### config.mk
export PLATFORM = sky130hd
export DESIGN_NAME = clock_config_block_write_slave
export DESIGN_NICKNAME = d
export VERILOG_FILES = /design/src/logic/cfg_slave_pkg.sv /design/src/logic/link_sampler.sv /design/src/logic/clock_config_block_write_slave.sv
export SDC_FILE = /design/constraint.sdc
export NUM_CORES = 1
export LEC_CHECK = 0
export BUFFER_PORTS_ARGS = -buffer_cell sky130_fd_sc_hd__buf_2
export CORE_UTILIZATION = 23
export CTS_CLUSTER_DIAMETER = 200
export DETAILED_ROUTE_END_ITERATION = 10
export SLEW_MARGIN = 20
export SYNTH_ARGS = -nofsm -noshare
export SYNTH_HDL_FRONTEND = slang
export SYNTH_SLANG_ARGS = --single-unit
### constraint.sdc
create_clock -name i_clk_sys -period 2.59 [get_ports i_clk_sys]
set_input_delay 0.518 -clock i_clk_sys [delete_from_list [all_inputs] [get_ports i_clk_sys]]
set_output_delay 0.518 -clock i_clk_sys [all_outputs]
set_load 0.01 [all_outputs]
### src/logic/cfg_slave_pkg.sv
/*
 * Shared constants and types for the two-wire configuration write slave.
 * Assumes a single 100 MHz system clock and a standard-mode host.
 */
package cfg_slave_pkg;
    localparam int          NUM_CFG_BYTES   = 6;
    localparam logic [7:0]  WRITE_ADDR      = 8'h00_D2;
    localparam logic [2:0]  LAST_BIT_IDX    = 3'h0_7;
    localparam logic [2:0]  LAST_DATA_IDX   = 3'h0_5;
    // Power-up defaults of configuration bytes 0..5
    localparam logic [7:0]  CFG_DEFAULT [NUM_CFG_BYTES] = '{
        8'h00_32, 8'h00_CF, 8'h00_FF, 8'h00_8F, 8'h00_81, 8'h00_FF
    };
    localparam int          SYS_CLK_MHZ     = 100;
    localparam int          LINK_MAX_KBPS   = 100;

    typedef enum logic [2:0] {
        ST_IDLE,
        ST_ADDR,
        ST_CMD,
        ST_COUNT,
        ST_DATA,
        ST_IGNORE
    } slave_state_t;

    typedef struct packed {
        logic scl;
        logic sda;
    } link_pins_t;

    typedef struct packed {
        logic start;
        logic stop;
        logic scl_rise;
        logic scl_fall;
        logic sda;
    } link_events_t;
endpackage

### src/logic/link_sampler.sv
/*
 * Synchroniser and edge finder for the two-wire link pins.
 * Assumes scl and sda are asynchronous to i_clk_sys.
 */
`timescale 1ns/1ns
module link_sampler
    import cfg_slave_pkg::*;
(
    input  wire logic         i_clk_sys,
    input  wire logic         i_srst,
    input  wire link_pins_t   i_pins,
    output link_events_t      o_events
);
    link_pins_t meta;
    link_pins_t sync;
    link_pins_t prev;

    // First stage read only by the second stage
    always_ff @(posedge i_clk_sys) begin
        if (i_srst) begin
            meta <= '1;
            sync <= '1;
            prev <= '1;
        end else begin
            meta <= i_pins;
            sync <= meta;
            prev <= sync;
        end
    end

    assign o_events.start    = prev.scl & sync.scl & prev.sda & ~sync.sda;
    assign o_events.stop     = prev.scl & sync.scl & ~prev.sda & sync.sda;
    assign o_events.scl_rise = ~prev.scl & sync.scl;
    assign o_events.scl_fall = prev.scl & ~sync.scl;
    assign o_events.sda      = sync.sda;
endmodule

### src/logic/clock_config_block_write_slave.sv
/*
 * Block-write receive slave that loads six configuration bytes.
 * Assumes a host on the two-wire link at standard mode; sda is open drain
 * and pulled up outside; scl is driven only by the host.
 */
`timescale 1ns/1ns
// Overview of operation
// Each transfer opens with a start condition, which resets the byte sequence.
// The device acknowledges the write address D2 hex after a start.
// The next byte is a command code of any value and is acknowledged.
// The following byte count of any value is acknowledged before data.
// Data bytes are acknowledged one by one and land at index 0 up to 5.
// A stop condition ends the transfer and returns the device to idle.
// Command-code and byte-count values are thrown away, never stored.
// Data loads in ascending order until stop; untouched bytes keep their values.
// The host clocks the link at 100 kbit/s or slower.
// On reset every configuration byte takes its default value.
// A foreign address gets no acknowledge and the rest is ignored until the next start.
module clock_config_block_write_slave
    import cfg_slave_pkg::*;
(
    input  wire logic                      i_clk_sys,
    input  wire logic                      i_srst,
    input  wire logic                      i_scl,
    input  wire logic                      i_sda,
    output logic                           o_sda,
    output logic                           o_sda_oe,
    output logic [NUM_CFG_BYTES*8-1:0]     o_cfg,
    output logic                           o_cfg_wr,
    output logic [2:0]                     o_cfg_idx
);
    link_pins_t     pins;
    link_events_t   ev;
    logic           ack_drive_on;
    slave_state_t   state;
    slave_state_t   next_state;
    logic [7:0]     shreg;
    logic [2:0]     bit_cnt;
    logic           ack_phase;
    logic           ack_drive;
    logic [2:0]     data_idx;
    logic           data_full;
    logic [7:0]     cfg [NUM_CFG_BYTES];

    // Clock first, data second, as the pin struct orders them
    assign pins = {i_scl, i_sda};

    link_sampler u_sampler (
        .i_clk_sys (i_clk_sys),
        .i_srst    (i_srst),
        .i_pins    (pins),
        .o_events  (ev)
    );

    wire byte_done  = ev.scl_rise & ~ack_phase & (bit_cnt == LAST_BIT_IDX);
    wire [7:0] rx_byte = {shreg[6:0], ev.sda};
    wire addr_hit   = (rx_byte == WRITE_ADDR);
    wire store_data = byte_done & (state == ST_DATA) & ~data_full;

    always_comb begin
        next_state = state;
        if (ev.start) begin
            next_state = ST_ADDR;
        end else if (ev.stop) begin
            next_state = ST_IDLE;
        end else if (byte_done) begin
            unique case (state)
                ST_ADDR:  next_state = addr_hit ? ST_CMD : ST_IGNORE;
                ST_CMD:   next_state = ST_COUNT;
                ST_COUNT: next_state = ST_DATA;
                default:  next_state = state;
            endcase
        end
    end

    // Acknowledge for every byte the state accepts
    wire ack_wanted = (state == ST_ADDR) ? addr_hit :
                      (state == ST_CMD) | (state == ST_COUNT) | ((state == ST_DATA) & ~data_full);

    always_ff @(posedge i_clk_sys) begin
        if (i_srst) begin
            state <= ST_IDLE;
        end else begin
            state <= next_state;
        end
    end

    always_ff @(posedge i_clk_sys) begin
        if (i_srst | ev.start) begin
            bit_cnt   <= '0;
            ack_phase <= 1'b0;
            ack_drive <= 1'b0;
            shreg     <= '0;
        end else if (ev.scl_rise & ~ack_phase) begin
            shreg   <= rx_byte;
            bit_cnt <= bit_cnt + 3'h0_1;
            if (byte_done) begin
                ack_phase <= 1'b1;
                ack_drive <= ack_wanted & (state != ST_IGNORE) & (state != ST_IDLE);
            end
        end else if (ev.scl_fall & ack_phase & (bit_cnt == '0) & ~ack_drive_on) begin
            ack_phase <= 1'b1;
        end else if (ev.scl_fall & ack_drive_on) begin
            ack_phase <= 1'b0;
            ack_drive <= 1'b0;
        end else if (ev.scl_rise & ack_phase) begin
            ack_phase <= 1'b0;
        end
    end

    // Acknowledge pulled low from the fall after the eighth bit to the next fall
    always_ff @(posedge i_clk_sys) begin
        if (i_srst | ev.start | ev.stop) begin
            ack_drive_on <= 1'b0;
        end else if (ev.scl_fall & ack_phase & ~ack_drive_on) begin
            ack_drive_on <= ack_drive;
        end else if (ev.scl_fall & ack_drive_on) begin
            ack_drive_on <= 1'b0;
        end
    end

    always_ff @(posedge i_clk_sys) begin
        if (i_srst | ev.start) begin
            data_idx  <= '0;
            data_full <= 1'b0;
        end else if (store_data) begin
            data_idx  <= data_idx + 3'h0_1;
            data_full <= (data_idx == LAST_DATA_IDX);
        end
    end

    // Byte store; defaults on reset, only data bytes written
    always_ff @(posedge i_clk_sys) begin
        if (i_srst) begin
            for (int i = 0; i < NUM_CFG_BYTES; i++) begin
                cfg[i] <= CFG_DEFAULT[i];
            end
            o_cfg_wr  <= 1'b0;
            o_cfg_idx <= '0;
        end else begin
            o_cfg_wr <= store_data;
            if (store_data) begin
                cfg[data_idx] <= rx_byte;
                o_cfg_idx     <= data_idx;
            end
        end
    end

    always_comb begin
        for (int i = 0; i < NUM_CFG_BYTES; i++) begin
            o_cfg[i*8 +: 8] = cfg[i];
        end
    end

    // Open drain: only ever drive low
    assign o_sda    = 1'b0;
    assign o_sda_oe = ack_drive_on;
endmodule

* After elaboration in Yosys (flattened, before gate mapping) *
Memories as Yosys holds them, arrays and structs flattened.
Cells that the tools add are included.

operators by class
  add/sub/neg operators = 2
  eq/ne operators = 10
  bitwise operators = 31
  reduce and logical (&&, ||, !) cells = 14
  muxes and demuxes = 24

operators with widths
  operator             number
  $and 1x1->1          20
  $mux 1               20
  $eq 3x3->1 const B   3
  $pmux 3 s3           1
  $reduce_bool 3->1    3
  $eq 8x8->1 const B   1
  $mux 8               1
  $reduce_or 8->1      1
  $not 1->1            7
  $add 3x1->3 const B  2
  $eq 3x2->1 const B   2
  $mux 3               2
  $reduce_and 2->1     3
  $reduce_bool 5->1    1
  $ne 2x2->1 const B   2
  $or 1x1->1           4
  $reduce_bool 2->1    2
  $reduce_bool 4->1    1
  $eq 3x1->1 const B   1
  $logic_not 3->1      1
  $ne 3x3->1 const B   1
  $reduce_and 3->1     1
  $reduce_or 3->1      1

storage, ports and cells
  flip-flop bits (word level) = 30
  RAM bits = 48
  memories kept = 1
  output and inout bits = 54
  logic and storage cells = 99
  input port bits = 4

memories
  name  words  width  read ports  clocked after Yosys merged registers in  write ports  RTL line                              source
  cfg   6      8      6           0                                        6            clock_config_block_write_slave.sv:43  logic [7:0] cfg [NUM_CFG_BYTES];

* Logic depth before layout (Yosys ltp) *
  word-level depth = 11
  mapped depth = 8
  depth with buffers taken out = 6

* Hierarchy *
From an unflattened synthesis, not the netlist that was laid out.

unflattened totals
  cells, all modules = 274
  area, all modules = 3245.6 µm²

by module, submodules not included
  module                          instances  seq. area each (µm²)  cells an instance  area each (µm²)
  clock_config_block_write_slave  1          1921.8                257                3047.9
  link_sampler                    1          120.1                 17                 197.7

* Least setup slack after synthesis *
Ideal clock, no wire load.

  path type = reg2reg
  start point = register bit_cnt[0]
  end point = memory cfg[0][0], enable pin
  path buffers = 1
  stages on the path, launching flop included = 8
  arrival time = 1.720 ns
  period minus slack after synthesis = 2.046 ns
  slack = 0.544 ns
  library setup time = 0.326 ns
  required time = 2.264 ns
  cells stage by stage = dfxtp_1 > ha_1 > ha_1 > nand4bb_1 > clkbuf_1 > or2_4 > nor2_1 > a21o_1

RTL lines
  what                      RTL line                              source
  start: declaration        clock_config_block_write_slave.sv:38  logic [2:0] bit_cnt;
  start signal: assignment  clock_config_block_write_slave.sv:96  bit_cnt <= bit_cnt + 3'h0_1;
  end: declaration          clock_config_block_write_slave.sv:43

==> summary.md <==
| Metric | Value |
|---|---|
| Status | finished, final reports clean |
| Gr usage total | 9.74% |
| Fraction of layout cells with a size suffix above 1 | 33.9% |
| Syn_nets | 262 |
| Remaining DRCs | 0 |
| Sequential group share of total power | 50.0% |
| CTS tree | done |
| Sum Neg Setup Slack | 0 ps |
| Initial antenna violation count | 0 |
| Post-synthesis sequential area ratio | ~65% |
| HPWL Detailed | 4.49 mm |
| Crit start category | register |
| LEAKAGE | 1.41 nW |
| Fin. Hold Viols | 0 |
| Initial Utilization | 23.6% |
| RSZ-0062 raised after global routing | no |
| CP Data Arrival Time | 2390 ps |
| Fillers | 1388 |
| Fin Clk Skew | slightly above 8 ps |
| Yosys warnings | 0 |
| Gpl congestion | between 0.7 and 0.8 |
| Total CTS buffers | 9 |
| CP Data Required Time | 2600 ps |
| Iter 0 DRT Violations | 131 |
| Insertion delay to the later sink of the worst-skew pair | roughly 330 ps |
| Final setup vio count | 0 |
| Period utilisation layout | 92.1% |
| Vias in the first global route | 1969 |
| DIE AREA | 14000 um2 |
| Synth async-reset ratio | 0% |
| Top_reg_cell synth | edfxtp_1 |
| Gr ovfl total | 0 |
| Max_cap viols | 0 |
| Post-synth EDFFs | 48 |
| CTS Hold Bufs | 0 |
| DIE WIDTH | ~120 um |
| Clk sinks | 78 |
| Worst-path clk slew | 60 ps |
| Routed WL | ~6.5 mm |
| Max_slew headroom | 58.6% |
| Root Driver | clkbuf_16 |
| Final Critical Period | 2380 ps |
| Max-slew violation count | 0 |
| Mean post-synth cell area | 12.3 um2 |
| Final ANT Viol Nets | 0 |
| Bufs on Longest Clock Path | 2 |
| Yosys reg bits | just under 80 |
| Critical path class | register to register |
| Largest net degree at the start of global routing | 30 |
| Ranking of synthesized cells by area | edfxtp_1 46%, dfxtp_1 19%, or2_2 3.4% |
| CP Capture Type | register |
| Combinational share of power | 3.8% |
| Post-CTS setup buffer count | 0 |
| Hold WS | 370 ps |
| Commonest non-fill, non-tap cell in the layout | buf_2 |
| H-tree depth | 3 |
| First-pass DRT Iterations | 4 |
| Net count, final | 323 |
| Switching Share | 21.5% |
| Ports | 58 |
| Biggest area consumer among synthesized cells | edfxtp_1 |
| Synthesized cell area | 3120 um2 |
| Worst vdd ir | roughly 320 uV |
| Distinct cell type count after synthesis | 46 |
| Vias per cell | 4.18 |
| Crit Path Max Fanout | 10 |
| Post-cts sizing count | 0 |
| Worst-Margin Slew | 621 ps |
| Global-route wire length before repair | 10.3 mm |
| Site Rows | 42 |
| WL/cell | 13.1 um |
| Power density over cell area | 699 nW/um2 |
| Min-Delay Path Class | input pin to register |
| Die height | 119 um |
| Top cell type's share of synthesized area | 46.2% |
| Core ar. | 13200 um2 |
| Post-Syn Instances | 253 |
| Clk pwr share | a little under half |
| Reg2Reg Depth | 6 |
| Number of port buffers | 56 |
| ANT cells | 0 |
| Highest Clock Rate | 419 MHz |
| Layout area overhead | 25.5% |
| Cell-internal power | ~0.0022 W |
| DR vias | 2068 |
| Switching pwr | 0.000588 W |
| Worst hold stages | 2 |
| Most frequent cells in the layout | 56 x buf_2, 48 x edfxtp_1, 30 x dfxtp_1 |
critical path: stages, from the launching register on:
cell	delay, ps
dfxtp_1	370
ha_1	170
ha_1	190
nand4bb_1	300
or2_4	400
nor2_1	300
a21o_1	340
cells by family (layout without fill, tap and decap cells):
family / after synthesis / count (layout) / share of synthesized area [%]
other: 1 / 1 / 0.120
adders and majority gates: 5 / 5 / 2.00
and+or+nand+nor: 115 / 115 / 21.2
buffers and inverters: 21 / 87 / 3.04
AOI/OAI and AO/OA: 20 / 20 / 4.21
DFF: 78 / 78 / 65.4
xor gates and xnor gates: 3 / 3 / 0.841
muxes: 10 / 10 / 3.25
synthesized netlist by cell type (2+ instances only):
cell	count
edfxtp_1	48
dfxtp_1	30
nor2_1	24
nand2_1	17
or2_2	17
inv_1	9
mux2i_1	9
clkbuf_1	8
a21oi_1	7
nand3_1	6
or3_1	6
and3_1	5
ha_1	5
nand2b_1	5
nor2b_1	5
or2_1	5
and2_1	4
a21o_1	3
nand4_1	3
nor4_1	3
xnor2_1	3
a31o_2	2
buf_4	2
nand4b_1	2
nor2_2	2
nor3_1	2
o21ai_0	2
sequential cells by signal, summed over array words and instances, names as in the netlist:
name                cells
o_cfg_idx               3
ack_drive               1
o_cfg_wr                1
data_idx                3
u_sampler.meta          2
u_sampler.prev          2
u_sampler.sync          1
state                   3
ack_phase               1
data_full               1
shreg                   7
u_sampler.o_events      1
o_sda_oe                1
bit_cnt                 3
cfg                    48
metal layers:
metal	up-vias	track usage, %	share of wire, %
li1	1011	-	-
met1	982	12.0	47
met2	69	15.4	46
met3	6	3.81	5.7
met4	0	3.56	1.1
met5	-	0	0
power by group through the flow:
stage / sequential (W) / combinational (W) / clock (W)
global placement: 0.00140 / 0.000104 / 0
detailed placement: 0.00140 / 0.000104 / 0
finish: 0.00137 / 0.000103 / 0.00127
CTS: 0.00137 / 0.000105 / 0.00130
global route: 0.00138 / 0.000113 / 0.00135
floorplan: 0.00141 / 0.0000410 / 0
layout make-up:
type                    count  area [um2]  area share, %
multi-input cells         154         992           25.3
clock buffers               9         225           5.75
clock inverters             7        80.1           2.04
inverters                   9        33.8          0.862
flip-flops and latches     78        2040           52.1
repair buffers             62         325           8.30
well taps                 176         220           5.62
worst paths after layout:
check / startpoint / end / slack (ps)
max: bit_cnt[0]$_SDFFE_PP0P_ / cfg[2][6]$_SDFFCE_PN1P_ / 210
min: i_sda / u_sampler.meta[0]$_SDFF_PP1_ / 370
max reg2reg: bit_cnt[0]$_SDFFE_PP0P_ / cfg[2][6]$_SDFFCE_PN1P_ / 210
min reg2reg: u_sampler.meta[1]$_SDFF_PP1_ / u_sampler.sync[1]$_SDFF_PP1_ / 410
stage by stage:
stage / setup WS [ps] / cells / total power, W / instance area [um2] / util [%]
6_report: 205 / 495 / 0.00274 / 3920 / 29.6
3_3_place_gp: 255 / 479 / 0.00150 / 3610 / 27.3
5_1_grt: 0.849 / 495 / 0.00283 / 3920 / 29.6
3_5_place_dp: 207 / 479 / 0.00150 / 3610 / 27.3
4_1_cts: 166 / 495 / 0.00277 / 3920 / 29.6
2_1_floorplan: 544 / 253 / 0.00145 / 3120 / -
Power figures use the tool's default switching activity.
